`src/rtl/tpf_map.svh`:
```
// Register offsets, field positions, reset values and timing counts of the fan commutation block
// Functional notes
// Phase two is the active output while the Hall comparison says H+ is above H-, phase one otherwise.
// The speed command spans from the zero-drive end to the full-drive end, with duty varying linearly between.
// A speed command beyond the zero-drive end holds PWM drive fully off and so acts as a drive disable.
// The internal speed command is clamped so it never passes the minimum-speed setting toward low speed.
// The phase PWM runs at a configurable period, near 24kHz for the reference setting.
// A rotor stopped for the lock-detect interval raises the lock status and turns both phases off.
// While locked, an off interval and a drive-enabled retry interval alternate until rotation resumes.
// The retry interval and the off interval stand in a one-to-twelve ratio.
// The lock status line is actively pulled low while running and released high while stopped.
// The tachometer line copies the Hall polarity, pulled low actively and released for high.
// The inactive phase output is held low for as long as it is not selected.
// The active phase carries the PWM, driven high in the on part and actively low in the off part.
// A fixed-speed system holds the speed command constant, or at the ground end for full drive.
// Every Hall transition restarts the lock-detect timer; lock is declared only after a full timeout.
// The code's ticks run free, so lock can come a tick early, and off-interval Hall edges are ignored.
// A Hall transition during a retry interval leaves the locked state and resumes normal commutation.
`ifndef TPF_MAP_SVH
`define TPF_MAP_SVH

// Timing
`define TPF_SYS_CLK_HZ 100000000
`define TPF_PWM_FREQ_HZ 24000
`define TPF_SPEED_SPAN 8'hc8
`define TPF_PWM_DIV_RESET ((`TPF_SYS_CLK_HZ + (`TPF_PWM_FREQ_HZ * `TPF_SPEED_SPAN) / 2) / (`TPF_PWM_FREQ_HZ * `TPF_SPEED_SPAN))
`define TPF_LOCK_TICK_MS 1
`define TPF_LOCK_TICK_CYCLES (`TPF_SYS_CLK_HZ / 1000 * `TPF_LOCK_TICK_MS)
`define TPF_RETRY_OFF_RATIO 20'h0000c

// Register byte offsets
`define TPF_ADDR_CTRL 8'h00
`define TPF_ADDR_SPEED 8'h04
`define TPF_ADDR_MIN_SPEED 8'h08
`define TPF_ADDR_PWM_PERIOD 8'h0c
`define TPF_ADDR_LOCK_TIME 8'h10
`define TPF_ADDR_STATUS 8'h14
`define TPF_ADDR_INT_STATUS 8'h18
`define TPF_ADDR_INT_MASK 8'h1c

// Reset values
`define TPF_CTRL_RESET 1'b1
`define TPF_SPEED_RESET 8'h00
`define TPF_MIN_SPEED_RESET 8'hc8
`define TPF_LOCK_TIME_RESET 16'h01f4
`define TPF_INT_MASK_RESET 3'h0

// Interrupt status bit positions
`define TPF_INT_LOCK_ENTER 0
`define TPF_INT_LOCK_EXIT 1
`define TPF_INT_HALL_EDGE 2

`endif

```
`src/rtl/tpf_pkg.sv`:
```
// Types shared by the fan commutation block
package tpf_pkg;
  typedef enum logic [1:0] {LK_RUN, LK_OFF, LK_RETRY} tpf_lock_state_type;
  typedef logic [7:0] tpf_code_type;
endpackage

```
`src/rtl/tpf_reg_if.sv`:
```
// Register access carrier between bus slave and register file
`timescale 1ns/10ps
interface tpf_reg_if;
  logic wrEn;
  logic [7:0] wrAddr;
  logic [31:0] wrData;
  logic [7:0] rdAddr;
  logic [31:0] rdData;
  modport bus (output wrEn, output wrAddr, output wrData, output rdAddr, input rdData);
  modport regs (input wrEn, input wrAddr, input wrData, input rdAddr, output rdData);
endinterface

```
`src/rtl/tpf_ahb_slave.sv`:
```
// AHB-Lite slave front end for the fan commutation registers
`timescale 1ns/10ps
module tpf_ahb_slave (
  // Clock and reset
  input wire logic sys_clk,
  input wire logic rstn,
  // AHB-Lite slave
  input wire logic hsel,
  input wire logic [31:0] haddr,
  input wire logic [1:0] htrans,
  input wire logic hwrite,
  input wire logic [2:0] hsize,
  input wire logic [31:0] hwdata,
  input wire logic hready,
  output logic hreadyout,
  output logic hresp,
  output logic [31:0] hrdata,
  // Register side
  tpf_reg_if.bus regBus
);
  logic wrPend;
  logic [7:0] wrAddrQ;
  wire accept;
  wire wordOk;

  // Address phase decode
  assign accept = hsel & htrans[1] & hready;
  assign wordOk = (hsize == 3'h2) & (haddr[1:0] == 2'h0) & (haddr[31:5] == 27'h0);

  always_ff @(posedge sys_clk or negedge rstn) begin
    if (!rstn) begin
      wrPend <= 1'b0;
      wrAddrQ <= 8'h00;
      hrdata <= 32'h0;
    end else begin
      wrPend <= accept & hwrite & wordOk;
      if (accept) begin
        wrAddrQ <= haddr[7:0];
      end
      if (accept & ~hwrite) begin
        hrdata <= wordOk ? regBus.rdData : 32'h0;
      end
    end
  end

  // Write in data phase, read sampled in address phase
  assign regBus.wrEn = wrPend;
  assign regBus.wrAddr = wrAddrQ;
  assign regBus.wrData = hwdata;
  assign regBus.rdAddr = haddr[7:0];
  assign hreadyout = 1'b1;
  assign hresp = 1'b0;
endmodule

```
`src/rtl/tpf_pwm_gen.sv`:
```
// PWM period and duty generator for the phase outputs
`timescale 1ns/10ps
`include "tpf_map.svh"
module tpf_pwm_gen import tpf_pkg::*; (
  // Clock and reset
  input wire logic sys_clk,
  input wire logic rstn,
  // Setting
  input wire logic [7:0] periodDiv,
  input tpf_code_type threshold,
  // Result
  output logic pwmOn
);
  logic [7:0] prescale;
  tpf_code_type step;
  wire [7:0] divLimit;
  wire stepTick;
  wire lastStep;

  // Period is span steps of periodDiv cycles each
  assign divLimit = (periodDiv == 8'h00) ? 8'h00 : periodDiv - 8'h01;
  assign stepTick = prescale >= divLimit;
  assign lastStep = step == `TPF_SPEED_SPAN - 8'h01;

  always_ff @(posedge sys_clk or negedge rstn) begin
    if (!rstn) begin
      prescale <= 8'h00;
      step <= 8'h00;
      pwmOn <= 1'b0;
    end else begin
      prescale <= stepTick ? 8'h00 : prescale + 8'h01;
      if (stepTick) begin
        step <= lastStep ? 8'h00 : step + 8'h01;
      end
      pwmOn <= step >= threshold;
    end
  end

  AST_PWM_WRAP: assert property (@(posedge sys_clk) disable iff (!rstn)
    (stepTick && lastStep) |=> (step == 8'h00))
    else $error("PWM step counter did not wrap at the end of the period");
endmodule

```
`src/rtl/tpf_fan_ctrl.sv`:
```
// Top of the two-phase fan commutation, PWM and locked-rotor controller
`timescale 1ns/10ps
`include "tpf_map.svh"
module tpf_fan_ctrl import tpf_pkg::*; #(
  parameter int LOCK_TICK_CYCLES = `TPF_LOCK_TICK_CYCLES
) (
  // Clock and reset
  input wire logic sys_clk,
  input wire logic rstn,
  // AHB-Lite slave
  input wire logic hsel,
  input wire logic [31:0] haddr,
  input wire logic [1:0] htrans,
  input wire logic hwrite,
  input wire logic [2:0] hsize,
  input wire logic [31:0] hwdata,
  input wire logic hready,
  output logic hreadyout,
  output logic hresp,
  output logic [31:0] hrdata,
  // Hall comparator, high while H+ is above H-
  input wire logic hallCompare,
  // Phase drives
  output logic phaseOneDrive,
  output logic phaseTwoDrive,
  // Open-drain tachometer
  output logic tachoOut,
  output logic tachoOeN,
  // Open-drain lock status
  output logic lockOut,
  output logic lockOeN,
  // Interrupt
  output logic irq
);
  tpf_reg_if regBus ();

  // Software registers
  logic ctrlEnable;
  tpf_code_type speedCmdIn;
  tpf_code_type minSpeedSetting;
  logic [7:0] pwmPeriodSetting;
  logic [15:0] lockTimingSetting;
  logic [2:0] intStatus;
  logic [2:0] intMask;

  // Hall synchroniser and edge
  logic hallMeta;
  logic hallSync;
  logic hallPrev;
  wire hallEdge;

  // Lock supervisor
  tpf_lock_state_type lockState;
  tpf_lock_state_type next_state;
  logic [19:0] lockCount;
  logic [19:0] next_lockCount;
  logic [23:0] tickCount;
  wire lockTick;
  wire [19:0] lockLimit;
  wire [19:0] offLimit;

  // Speed path
  wire speedDisable;
  tpf_code_type clampedCmd;
  tpf_code_type effCmd;
  wire pwmOn;
  wire driveRequest;
  wire driveAllowed;
  wire next_phaseOne;
  wire next_phaseTwo;

  // Register decode
  wire wrCtrl;
  wire wrSpeed;
  wire wrMinSpeed;
  wire wrPwmPeriod;
  wire wrLockTime;
  wire wrIntStatus;
  wire wrIntMask;
  wire [2:0] intClear;
  wire [2:0] intEvent;
  wire [2:0] next_intStatus;
  wire [31:0] statusWord;
  wire lockEnterEvt;
  wire lockExitEvt;

  tpf_ahb_slave u_bus (
    .sys_clk(sys_clk),
    .rstn(rstn),
    .hsel(hsel),
    .haddr(haddr),
    .htrans(htrans),
    .hwrite(hwrite),
    .hsize(hsize),
    .hwdata(hwdata),
    .hready(hready),
    .hreadyout(hreadyout),
    .hresp(hresp),
    .hrdata(hrdata),
    .regBus(regBus.bus)
  );

  tpf_pwm_gen u_pwm (
    .sys_clk(sys_clk),
    .rstn(rstn),
    .periodDiv(pwmPeriodSetting),
    .threshold(effCmd),
    .pwmOn(pwmOn)
  );

  // Write strobes
  assign wrCtrl = regBus.wrEn & (regBus.wrAddr == `TPF_ADDR_CTRL);
  assign wrSpeed = regBus.wrEn & (regBus.wrAddr == `TPF_ADDR_SPEED);
  assign wrMinSpeed = regBus.wrEn & (regBus.wrAddr == `TPF_ADDR_MIN_SPEED);
  assign wrPwmPeriod = regBus.wrEn & (regBus.wrAddr == `TPF_ADDR_PWM_PERIOD);
  assign wrLockTime = regBus.wrEn & (regBus.wrAddr == `TPF_ADDR_LOCK_TIME);
  assign wrIntStatus = regBus.wrEn & (regBus.wrAddr == `TPF_ADDR_INT_STATUS);
  assign wrIntMask = regBus.wrEn & (regBus.wrAddr == `TPF_ADDR_INT_MASK);

  // Status word
  assign statusWord = {16'h0, effCmd, 3'h0, speedDisable, phaseTwoDrive,
                       lockState == LK_RETRY, lockState != LK_RUN, hallSync};

  // Read mux, unmapped offsets read zero
  assign regBus.rdData =
    (regBus.rdAddr == `TPF_ADDR_CTRL) ? {31'h0, ctrlEnable} :
    (regBus.rdAddr == `TPF_ADDR_SPEED) ? {24'h0, speedCmdIn} :
    (regBus.rdAddr == `TPF_ADDR_MIN_SPEED) ? {24'h0, minSpeedSetting} :
    (regBus.rdAddr == `TPF_ADDR_PWM_PERIOD) ? {24'h0, pwmPeriodSetting} :
    (regBus.rdAddr == `TPF_ADDR_LOCK_TIME) ? {16'h0, lockTimingSetting} :
    (regBus.rdAddr == `TPF_ADDR_STATUS) ? statusWord :
    (regBus.rdAddr == `TPF_ADDR_INT_STATUS) ? {29'h0, intStatus} :
    (regBus.rdAddr == `TPF_ADDR_INT_MASK) ? {29'h0, intMask} : 32'h0;

  always_ff @(posedge sys_clk or negedge rstn) begin
    if (!rstn) begin
      ctrlEnable <= `TPF_CTRL_RESET;
      speedCmdIn <= `TPF_SPEED_RESET;
      minSpeedSetting <= `TPF_MIN_SPEED_RESET;
      pwmPeriodSetting <= 8'(`TPF_PWM_DIV_RESET);
      lockTimingSetting <= `TPF_LOCK_TIME_RESET;
      intMask <= `TPF_INT_MASK_RESET;
    end else begin
      if (wrCtrl) ctrlEnable <= regBus.wrData[0];
      if (wrSpeed) speedCmdIn <= regBus.wrData[7:0];
      if (wrMinSpeed) minSpeedSetting <= regBus.wrData[7:0];
      if (wrPwmPeriod) pwmPeriodSetting <= regBus.wrData[7:0];
      if (wrLockTime) lockTimingSetting <= regBus.wrData[15:0];
      if (wrIntMask) intMask <= regBus.wrData[2:0];
    end
  end

  // Hall input synchroniser
  always_ff @(posedge sys_clk or negedge rstn) begin
    if (!rstn) begin
      hallMeta <= 1'b0;
      hallSync <= 1'b0;
      hallPrev <= 1'b0;
    end else begin
      hallMeta <= hallCompare;
      hallSync <= hallMeta;
      hallPrev <= hallSync;
    end
  end

  assign hallEdge = hallSync ^ hallPrev;

  // Speed command clamp and disable
  assign speedDisable = speedCmdIn > `TPF_SPEED_SPAN;
  assign clampedCmd = (speedCmdIn > minSpeedSetting) ? minSpeedSetting : speedCmdIn;
  assign effCmd = speedDisable ? `TPF_SPEED_SPAN : clampedCmd;

  // Drive gating
  assign driveRequest = ctrlEnable & ~speedDisable;
  assign driveAllowed = driveRequest & (lockState != LK_OFF);
  assign next_phaseTwo = driveAllowed & hallSync & pwmOn;
  assign next_phaseOne = driveAllowed & ~hallSync & pwmOn;

  always_ff @(posedge sys_clk or negedge rstn) begin
    if (!rstn) begin
      phaseOneDrive <= 1'b0;
      phaseTwoDrive <= 1'b0;
    end else begin
      phaseOneDrive <= next_phaseOne;
      phaseTwoDrive <= next_phaseTwo;
    end
  end

  // Lock timebase
  assign lockTick = tickCount >= 24'(LOCK_TICK_CYCLES - 1);

  always_ff @(posedge sys_clk or negedge rstn) begin
    if (!rstn) begin
      tickCount <= 24'h0;
    end else begin
      tickCount <= lockTick ? 24'h0 : tickCount + 24'h1;
    end
  end

  assign lockLimit = (lockTimingSetting == 16'h0) ? 20'h1 : {4'h0, lockTimingSetting};
  assign offLimit = 20'(lockLimit * `TPF_RETRY_OFF_RATIO);

  // Lock supervisor
  always_comb begin
    next_state = lockState;
    next_lockCount = lockCount;
    unique case (lockState)
      LK_RUN: begin
        if (hallEdge || !driveRequest) begin
          next_lockCount = 20'h0;
        end else if (lockTick) begin
          if (lockCount >= lockLimit - 20'h1) begin
            next_state = LK_OFF;
            next_lockCount = 20'h0;
          end else begin
            next_lockCount = lockCount + 20'h1;
          end
        end
      end
      LK_OFF: begin
        if (lockTick) begin
          if (lockCount >= offLimit - 20'h1) begin
            next_state = LK_RETRY;
            next_lockCount = 20'h0;
          end else begin
            next_lockCount = lockCount + 20'h1;
          end
        end
      end
      LK_RETRY: begin
        if (hallEdge) begin
          next_state = LK_RUN;
          next_lockCount = 20'h0;
        end else if (lockTick) begin
          if (lockCount >= lockLimit - 20'h1) begin
            next_state = LK_OFF;
            next_lockCount = 20'h0;
          end else begin
            next_lockCount = lockCount + 20'h1;
          end
        end
      end
    endcase
  end

  always_ff @(posedge sys_clk or negedge rstn) begin
    if (!rstn) begin
      lockState <= LK_RUN;
      lockCount <= 20'h0;
      lockOeN <= 1'b0;
      tachoOeN <= 1'b0;
    end else begin
      lockState <= next_state;
      lockCount <= next_lockCount;
      lockOeN <= next_state != LK_RUN;
      tachoOeN <= hallSync;
    end
  end

  // Open-drain lines only ever drive low
  assign tachoOut = 1'b0;
  assign lockOut = 1'b0;

  // Interrupt status, set wins over write-one-to-clear
  assign lockEnterEvt = (lockState == LK_RUN) && (next_state == LK_OFF);
  assign lockExitEvt = (lockState == LK_RETRY) && (next_state == LK_RUN);
  assign intEvent = {hallEdge, lockExitEvt, lockEnterEvt};
  assign intClear = wrIntStatus ? regBus.wrData[2:0] : 3'h0;
  assign next_intStatus = (intStatus & ~intClear) | intEvent;

  always_ff @(posedge sys_clk or negedge rstn) begin
    if (!rstn) begin
      intStatus <= 3'h0;
    end else begin
      intStatus <= next_intStatus;
    end
  end

  assign irq = |(intStatus & intMask);

  // Checks
  AST_PHASE_TWO_SEL: assert property (@(posedge sys_clk) disable iff (!rstn)
    phaseTwoDrive |-> $past(hallSync))
    else $error("Phase two driven while Hall polarity selected phase one");

  AST_INACTIVE_LOW: assert property (@(posedge sys_clk) disable iff (!rstn)
    $past(hallSync) |-> !phaseOneDrive)
    else $error("Phase one not held low while phase two selected");

  AST_NO_OVERLAP: assert property (@(posedge sys_clk) disable iff (!rstn)
    !(phaseOneDrive && phaseTwoDrive))
    else $error("Both phases driven together");

  AST_PWM_GATE: assert property (@(posedge sys_clk) disable iff (!rstn)
    (phaseOneDrive || phaseTwoDrive) |-> $past(pwmOn))
    else $error("Phase driven during the off part of the PWM period");

  AST_FULL_DUTY: assert property (@(posedge sys_clk) disable iff (!rstn)
    ($past(effCmd) == 8'h00 && $past(rstn)) |-> pwmOn)
    else $error("Zero speed code did not give full PWM duty");

  AST_DISABLE_OFF: assert property (@(posedge sys_clk) disable iff (!rstn)
    ($past(speedCmdIn) > `TPF_SPEED_SPAN) |-> (!phaseOneDrive && !phaseTwoDrive))
    else $error("Drive not off with speed command beyond zero-drive end");

  AST_MIN_CLAMP: assert property (@(posedge sys_clk) disable iff (!rstn)
    !speedDisable |-> (effCmd <= minSpeedSetting && effCmd <= speedCmdIn))
    else $error("Effective speed command passed the minimum speed setting");

  AST_LOCK_ENTER: assert property (@(posedge sys_clk) disable iff (!rstn)
    lockEnterEvt |=> (lockOeN ##1 (!phaseOneDrive && !phaseTwoDrive)))
    else $error("Lock entry did not raise status and stop both phases");

  AST_LOCK_PIN: assert property (@(posedge sys_clk) disable iff (!rstn)
    lockOeN == (lockState != LK_RUN))
    else $error("Lock status line does not follow the lock state");

  AST_OFF_RATIO: assert property (@(posedge sys_clk) disable iff (!rstn)
    (lockState == LK_OFF && next_state == LK_RETRY) |-> (lockCount == offLimit - 20'h1)
      && (offLimit == 20'(lockLimit * `TPF_RETRY_OFF_RATIO)))
    else $error("Off interval not twelve times the retry interval");

  AST_RETRY_LOOP: assert property (@(posedge sys_clk) disable iff (!rstn)
    (lockState == LK_RETRY && !hallEdge && lockTick && lockCount >= lockLimit - 20'h1)
      |=> (lockState == LK_OFF && lockCount == 20'h0))
    else $error("Retry interval did not return to the off interval");

  AST_LOCK_RESTART: assert property (@(posedge sys_clk) disable iff (!rstn)
    (lockState == LK_RUN && hallEdge) |=> (lockState == LK_RUN && lockCount == 20'h0))
    else $error("Hall edge did not restart the lock timer");

  AST_RETRY_EXIT: assert property (@(posedge sys_clk) disable iff (!rstn)
    (lockState == LK_RETRY && hallEdge) |=> (lockState == LK_RUN && !lockOeN))
    else $error("Hall edge in retry did not resume normal running");

  AST_TACHO_FOLLOW: assert property (@(posedge sys_clk) disable iff (!rstn)
    hallEdge |=> (tachoOeN != $past(tachoOeN)))
    else $error("Tachometer line did not follow a Hall transition");

  AST_SET_WINS: assert property (@(posedge sys_clk) disable iff (!rstn)
    (lockEnterEvt && intClear[`TPF_INT_LOCK_ENTER]) |=> intStatus[`TPF_INT_LOCK_ENTER])
    else $error("Lock event lost against a simultaneous clear");
endmodule

```
`config.mk`:
```
export PLATFORM = sky130hd
export DESIGN_NAME = tpf_fan_ctrl
export DESIGN_NICKNAME = d
export VERILOG_FILES = /design/src/rtl/tpf_pkg.sv /design/src/rtl/tpf_reg_if.sv /design/src/rtl/tpf_ahb_slave.sv /design/src/rtl/tpf_pwm_gen.sv /design/src/rtl/tpf_fan_ctrl.sv
export VERILOG_INCLUDE_DIRS = /design/src /design/src/rtl
export SDC_FILE = /design/constraint.sdc
export NUM_CORES = 1
export LEC_CHECK = 0
export ABC_AREA = 0
export BUFFER_PORTS_ARGS = -buffer_cell sky130_fd_sc_hd__buf_2
export CAP_MARGIN = 20
export CORE_MARGIN = 1
export CORE_UTILIZATION = 60
export DETAILED_ROUTE_END_ITERATION = 6
export GPL_ROUTABILITY_DRIVEN = 0
export MAX_ROUTING_LAYER = met4
export PLACE_DENSITY = 0.88
export SYNTH_ARGS = -nofsm -noshare
export SYNTH_HDL_FRONTEND = slang
export SYNTH_SLANG_ARGS = --single-unit
export TNS_END_PERCENT = 30
```
`constraint.sdc`:
```
create_clock -name sys_clk -period 9.2 [get_ports sys_clk]
set_input_delay 0.46 -clock sys_clk [delete_from_list [all_inputs] [get_ports sys_clk]]
set_output_delay 0.46 -clock sys_clk [all_outputs]
set_load 0.01 [all_outputs]
```
==> results.ini, run 1 <==
[cts]
clock_sink_count = 141
cts_tree = done
numCtsBuffers = 17
cts.path.max_buffers = 2
cts_max_level = 4
root_buffer = clkbuf_16
ctsResizeCount = 0
cts_setup_buffers = 0
hold_buffers = 0
clk_pin_slew_ns = 0.06
clock_latency_ns = 0.44

[floorplan]
die_h_um = 132
die_w_um = 132
io_pins = 116
dieArea_mm2 = 0.0175
design.core.area_mm2 = 0.0166
rows = 47
start_util_pct = 61.5

[place]
io_buffer_count = 78
dp_hpwl_um = 18000

[critical_path]
end_kind = flop
cp_data_arrival_time_ns = 7.60
reg2reg_slack_ns = 1.94
worstPathRequired_ns = 9.53
rr_worst_depth = 25
cp-start-kind = flop
cp_max_fo = 16
max_stage_delay_ns = 0.65
r2r_start = lockTimingSetting[4]$_DFFE_PN1P_
crit_top_cell = ha_1
cp_slowest_cell = nor2_1
crit_type = flop to flop
r2r_end = lockCount[9]$_DFFE_PN0P_

[global_routing]
use_met2_pct = 50.2
grt-ovfl-total = 0
met1_usage_pct = 33.8
busiest_layer = met2
grt_max_degree = 90
antenna_found_initial = 0
grt_pass1_wl_um = 40700
track_usage_pct = 29.7
grt_pass1_vias = 8711
use_met3_pct = 5.19

[pwr]
p_seq_share_pct = 42.6
switching_share_pct = 27.1
p_sw_mw = 0.416
peakVddDrop_mv = 0.142
power_density_mw_per_mm2 = 136
combPwrFrac_pct = 13.5
internal_power_mw = 1.12
p_leak_nw = 5.60
clock_power_share_pct = 43.9
total_power_mw = 1.54

[job]
drv_cap = 0

[routing]
postRouteAntennaNets = 0
totalWireLength_um = 24300
vias_per_cell = 6.09
vias = 8561
post_drt_wl_per_cell_um = 17.3
dr.pass1.iters = 7
drc = 8
drtIter0Drc = 585

[layout]
layout_common_cells = dfrtp_1, ha_1, nand2_1, nor2_1, buf_2
final_nets = 1354
layout_commonest_cell = dfrtp_1
layout-drive-gt1-share_pct = 16.5
area.growth.synth_to_final_pct = 10.8
diodes = 0
fillerInstances = 1282

[synth]
synth_flop_cell = dfrtp_1
synthMuxAreaShare_pct = 6.89
synth_edf_count = 0
synth.yosys.seq_area_share_pct = 34.8
synth_compound_area_share_pct = 15.8
syn-cell-area_mm2 = 0.0102
syn_area_per_cell_um2 = 9.29
synthXorXnorAreaFrac_pct = 5.57
yosys.area_share.adder_pct = 13.1
yosys_warnings = 0
synthSimpleGateAreaFrac_pct = 19.0
ys_ff_latch = 141
yosys.cell_types.count = 83
synthArstFlopShare_pct = 100
syn_inst = 1097
synth_top_family_by_area = simple AND/OR/NAND/NOR gates

[sta]
slew_viol_final = 0
relSlewSlack_pct = 44.3
tns_ns = 0
tightest_slew_ns = 0.828
post-route-min-period_ns = 7.26
fin_worst_skew_ns = 0.0132
rsz0062_at_grt = no
fmax_ghz = 0.138
hold_viol = 0
setup_viol = 0
period_share_pct = 78.9

[outcome]
status = finished with violations
violations = design-rule violations

[min_path]
hp-class = input pin to asynchronous set/reset pin

## final cells by class
cell class | count | area (µm²) | share of cell area (%)
Clock buffer | 18 | 429 | 3.80
Multi-Input combinational cell | 872 | 6260 | 55.4
Clock inverter | 14 | 145 | 1.29
Timing Repair Buffer | 82 | 427 | 3.78
Sequential cell | 141 | 3540 | 31.4
Inverter | 58 | 218 | 1.93
Tap cell | 220 | 275 | 2.44
## flip-flops by register name, summed over array words and instances (netlist names)
register             flops
ctrlEnable               1
intStatus                3
lockOeN                  1
lockCount               20
u_bus.regBus.wrEn        1
pwmPeriodSetting         8
phaseOneDrive            1
speedCmdIn               8
lockTimingSetting       16
u_bus.hrdata            16
u_pwm.step               8
minSpeedSetting          8
hallMeta                 1
phaseTwoDrive            1
hallSync                 1
u_pwm.pwmOn              1
lockState                2
u_pwm.prescale           8
tachoOeN                 1
intMask                  3
u_bus.regBus.wrAddr      8
tickCount               24
## worst max-delay path: cells and delay by family (launching register included)
family	cells	cell delay [ns]
adders and majority gates	4	1.04
and+or+nand+nor	11	3.21
buffers and inverters	1	0.09
AOI/OAI and AO/OA	8	1.87
muxes	1	0.35
DFF	1	0.61
## metrics by stage
stage	worst slack [ns]	hold WS, ns	area (µm²)	cells	utilization [%]
finish	1.94	0.0930	11300	1405	68.1
global route	1.32	0.128	11300	1405	68.1
CTS	2.04	0.129	11300	1405	68.1
detailed placement	2.05	0.343	10700	1373	64.6
global placement	2.24	0.336	10700	1373	64.6
floorplan	3.04	0.164	10300	1122	-
## power groups by stage
stage,logic (mW),registers [mW],clock network (mW)
final,0.208,0.655,0.674
after CTS,0.207,0.654,0.680
after global routing,0.234,0.657,0.703
after global placement,0.196,0.664,0
after detailed placement,0.205,0.665,0
after floorplan,0.155,0.658,0
## cell usage after synthesis, types with 9 or more instances
library cell | count | area [µm²]
dfstp_2 | 13 | 342
nor3b_1 | 9 | 67.6
or2_2 | 10 | 62.6
a21o_1 | 32 | 240
mux2i_1 | 15 | 150
xor2_1 | 26 | 228
nor2b_1 | 22 | 138
a21oi_1 | 39 | 195
ha_1 | 107 | 1340
inv_1 | 58 | 218
nand4_1 | 19 | 119
dfrtp_1 | 128 | 3200
a22oi_1 | 16 | 120
and3_1 | 19 | 119
nor4_1 | 9 | 56.3
xnor2_1 | 37 | 324
o21ai_0 | 62 | 310
nand2_1 | 99 | 372
buf_4 | 20 | 150
nor2_1 | 78 | 293
mux2_2 | 44 | 495
nand3_1 | 26 | 130
nor3_1 | 21 | 105
clkbuf_1 | 25 | 93.8
nand2b_1 | 16 | 100
## routing by layer
| metal | share of wire [%] | wire length (µm) |
|---|---|---|
| met5 | 0 | 0 |
| met4 | 3.7 | 909 |
| met3 | 4.5 | 1090 |
| met2 | 51 | 12500 |
| met1 | 40 | 9770 |
## worst max path at each step
stage,from,to,slack [ns]
2_1_floorplan,lockTimingSetting[4]$_DFFE_PN1P_,lockCount[10]$_DFFE_PN0P_,3.04
3_3_place_gp,lockTimingSetting[4]$_DFFE_PN1P_,lockCount[6]$_DFFE_PN0P_,2.24
3_5_place_dp,lockTimingSetting[4]$_DFFE_PN1P_,lockCount[6]$_DFFE_PN0P_,2.05
4_1_cts,lockTimingSetting[4]$_DFFE_PN1P_,lockCount[6]$_DFFE_PN0P_,2.04
5_1_grt,lockTimingSetting[3]$_DFFE_PN0P_,lockCount[9]$_DFFE_PN0P_,1.32
6_report,lockTimingSetting[4]$_DFFE_PN1P_,lockCount[9]$_DFFE_PN0P_,1.94
## cells by family after synthesis
group,count (synthesis)
AOI/OAI and AO/OA,243
xor gates and xnor gates,64
adders and majority gates,107
buffers and inverters,109
DFF,141
muxes,62
other,2
and+or+nand+nor,369
No activity file was read; power rests on OpenSTA's default activity.
==> inputs of run 2 (changes only) <==
--- a/config.mk
+++ b/config.mk
@@ -10,11 +10,11 @@
 export BUFFER_PORTS_ARGS = -buffer_cell sky130_fd_sc_hd__buf_2
 export CAP_MARGIN = 20
 export CORE_MARGIN = 1
-export CORE_UTILIZATION = 60
+export CORE_UTILIZATION = 54
 export DETAILED_ROUTE_END_ITERATION = 6
 export GPL_ROUTABILITY_DRIVEN = 0
 export MAX_ROUTING_LAYER = met4
-export PLACE_DENSITY = 0.88
+export PLACE_DENSITY = 0.83
 export SYNTH_ARGS = -nofsm -noshare
 export SYNTH_HDL_FRONTEND = slang
 export SYNTH_SLANG_ARGS = --single-unit
==> constraint.sdc (replaced) <==
create_clock -name sys_clk -period 6.53 [get_ports sys_clk]
set_input_delay 0.3265 -clock sys_clk [delete_from_list [all_inputs] [get_ports sys_clk]]
set_output_delay 0.3265 -clock sys_clk [all_outputs]
set_load 0.01 [all_outputs]
==> results.ini, run 2 (synthesized netlist as in run 1, its figures left out) <==
[cts]
numCtsBuffers = 17  ; unchanged
root_buffer = clkbuf_16  ; unchanged
clock_sink_count = 141  ; unchanged
clk_pin_slew_ns = 0.06  ; about the same
cts.path.max_buffers = 2  ; unchanged
cts_setup_buffers = 0  ; unchanged
cts_tree = done  ; unchanged
clock_latency_ns = 0.43  ; was 0.44 ns
cts_max_level = 4  ; unchanged

[pwr]
clock_power_share_pct = 45.5  ; was 43.9%
peakVddDrop_mv = 0.214  ; was 0.142 mV
p_seq_share_pct = 40.7  ; was 42.6%
power_density_mw_per_mm2 = 195  ; was 136 mW/mm²
p_leak_nw = 5.74  ; was 5.60 nW
internal_power_mw = 1.67  ; was 1.12 mW
combPwrFrac_pct = 13.8  ; was 13.5%
switching_share_pct = 25.8  ; was 27.1%
p_sw_mw = 0.582  ; was 0.416 mW

[global_routing]
grt-ovfl-total = 0  ; unchanged
grt_pass1_vias = 8372  ; was 8711
antenna_found_initial = 0  ; unchanged
grt_max_degree = 87  ; was 90
track_usage_pct = 26.2  ; was 29.7%
grt_pass1_wl_um = 40000  ; was 40700 µm

[min_path]
hp-class = input pin to flop  ; was input pin to asynchronous set/reset pin

[critical_path]
cp_data_arrival_time_ns = 6.45  ; was 7.60 ns
cp_max_fo = 5  ; was 16
cp-start-kind = flop  ; unchanged
end_kind = flop  ; unchanged
max_stage_delay_ns = 0.57  ; was 0.65 ns
cp_slowest_cell = dfstp_2  ; was nor2_1
reg2reg_slack_ns = 0.39  ; was 1.94 ns
crit_type = flop to flop  ; unchanged
worstPathRequired_ns = 6.84  ; was 9.53 ns
crit_top_cell = ha_1  ; unchanged

[routing]
post_drt_wl_per_cell_um = 16.5  ; was 17.3 µm
drc = 0  ; was 8
drtIter0Drc = 693  ; was 585
vias_per_cell = 5.92  ; was 6.09
totalWireLength_um = 23700  ; was 24300 µm
dr.pass1.iters = 5  ; was 7
postRouteAntennaNets = 0  ; unchanged
vias = 8493  ; was 8561

[floorplan]
rows = 49  ; was 47
io_pins = 116  ; unchanged
die_h_um = 139  ; was 132 µm
start_util_pct = 56.0  ; was 61.5%
die_w_um = 139  ; was 132 µm
dieArea_mm2 = 0.0194  ; was 0.0175 mm²
design.core.area_mm2 = 0.0182  ; was 0.0166 mm²

[layout]
final_util_pct = 63.5  ; was 68.1%
top_register = tickCount  ; unchanged
top_regs = tickCount (24), lockCount (20)  ; unchanged
largest_register_ffs = 24  ; unchanged
layout_commonest_cell = dfrtp_1  ; unchanged
area.growth.synth_to_final_pct = 13.5  ; was 10.8%
layoutNonFillerInstCount = 1434  ; was 1405
layout-drive-gt1-share_pct = 18.4  ; was 16.5%
diodes = 0  ; unchanged
final_nets = 1374  ; was 1354
layout_common_cells = dfrtp_1, ha_1, nand2_1, nor2_1, buf_2  ; unchanged

[sta]
tns_ns = 0  ; unchanged
setup_ws_ns = 0.392  ; was 1.94 ns
post-route-min-period_ns = 6.14  ; was 7.26 ns
fin_worst_skew_ns = 0.00693  ; was 0.0132 ns
tightest_slew_ns = 0.794  ; was 0.828 ns
fmax_ghz = 0.163  ; was 0.138 GHz
period_share_pct = 94.0  ; was 78.9%
rsz0062_at_grt = no  ; unchanged
relSlewSlack_pct = 46.9  ; was 44.3%
hold_viol = 0  ; unchanged
slew_viol_final = 0  ; unchanged
setup_viol = 0  ; unchanged

[job]
drv_cap = 0  ; unchanged

[place]
dp_hpwl_um = 17900  ; was 18000 µm
dp_slack_ns = -0.0730  ; was 2.05 ns
io_buffer_count = 78  ; unchanged
dp.cells = 1400  ; was 1373

[outcome]
status = completed  ; was finished with violations

==> run 2: cell types whose count changed in the layout (fill, tap and decap cells not counted), sizes merged <==
| cell | before | now |
|---|---|---|
| buf | 82 | 100 |
| clkbuf | 18 | 21 |
| clkinv | 6 | 3 |
| clkinvlp | 4 | 2 |
| dlygate4sd3 | 0 | 2 |
| bufinv | 2 | 3 |
| inv | 60 | 61 |
==> run 2: final timing paths <==
path | cells after the start | end | from
setup / recovery | 25 | intStatus[1]$_DFF_PN0_ | lockTimingSetting[5]$_DFFE_PN1P_
hold / removal | 2 | lockTimingSetting[9]$_DFFE_PN0P_ | hwdata[9]
setup reg to reg | 25 | intStatus[1]$_DFF_PN0_ | lockTimingSetting[5]$_DFFE_PN1P_
hold reg to reg | 0 | hallSync$_DFF_PN0_ | hallMeta$_DFF_PN0_
max in group asynchronous | 3 | u_bus.hrdata[11]$_DFFE_PN0P_ | rstn
min in group asynchronous | 2 | tickCount[11]$_DFF_PN0_ | rstn
==> run 2: what timing repair did <==
| item | in CTS | in global routing |
|---|---|---|
| endpoints found under the setup margin | 9 | 20 |
| pin swaps | 0 | 1 |
| gates resized for setup | 1 | 10 |
| endpoints found under the hold margin | 68 | 0 |
| cloned | 0 | 0 |
| hold buffers | 2 | 0 |
==> run 2: final cells by class <==
cell class	instances	area, µm²
Fill cell	1432	6640
Multi-Input combinational cell	872	6300
Sequential cell	141	3540
Timing Repair Buffer	102	582
Clock buffer	21	480
Tap cell	229	287
Inverter	58	218
Clock inverter	11	154
==> run 2: critical path, delay by kind of cell, from the launching register on <==
family                     cells  cell delay (ns)
DFF                            1             0.57
buffers and inverters          1             0.07
and+or+nand+nor               10             2.00
adders and majority gates      4             0.90
AOI/OAI and AO/OA              9             2.14
muxes                          1             0.35
==> run 2: metrics by stage <==
stage / power [mW] / hold WS, ns / instance area [µm²]
2_1_floorplan: 1.15 / 0.0309 / 10300
3_3_place_gp: 1.22 / 0.338 / 10900
3_5_place_dp: 1.24 / 0.339 / 10900
4_1_cts: 2.27 / 0.112 / 11500
5_1_grt: 2.34 / 0.130 / 11600
6_report: 2.26 / 0.128 / 11600
==> run 2: power by group through the flow <==
stage	combinational (mW)	clock (mW)	sequential (mW)
2_1_floorplan	0.218	0	0.927
3_3_place_gp	0.292	0	0.931
3_5_place_dp	0.304	0	0.933
4_1_cts	0.307	1.04	0.918
5_1_grt	0.346	1.07	0.921
6_report	0.312	1.03	0.918
==> run 2: per-layer routing <==
| layer | part of all wire, % | vias to the layer above | GRT usage [%] |
|---|---|---|---|
| met5 | 0 | - | - |
| met4 | 1.9 | 0 | 8.13 |
| met3 | 3.5 | 40 | 3.58 |
| met2 | 53 | 205 | 46.2 |
| met1 | 42 | 4156 | 30.9 |
| li1 | - | 4092 | - |
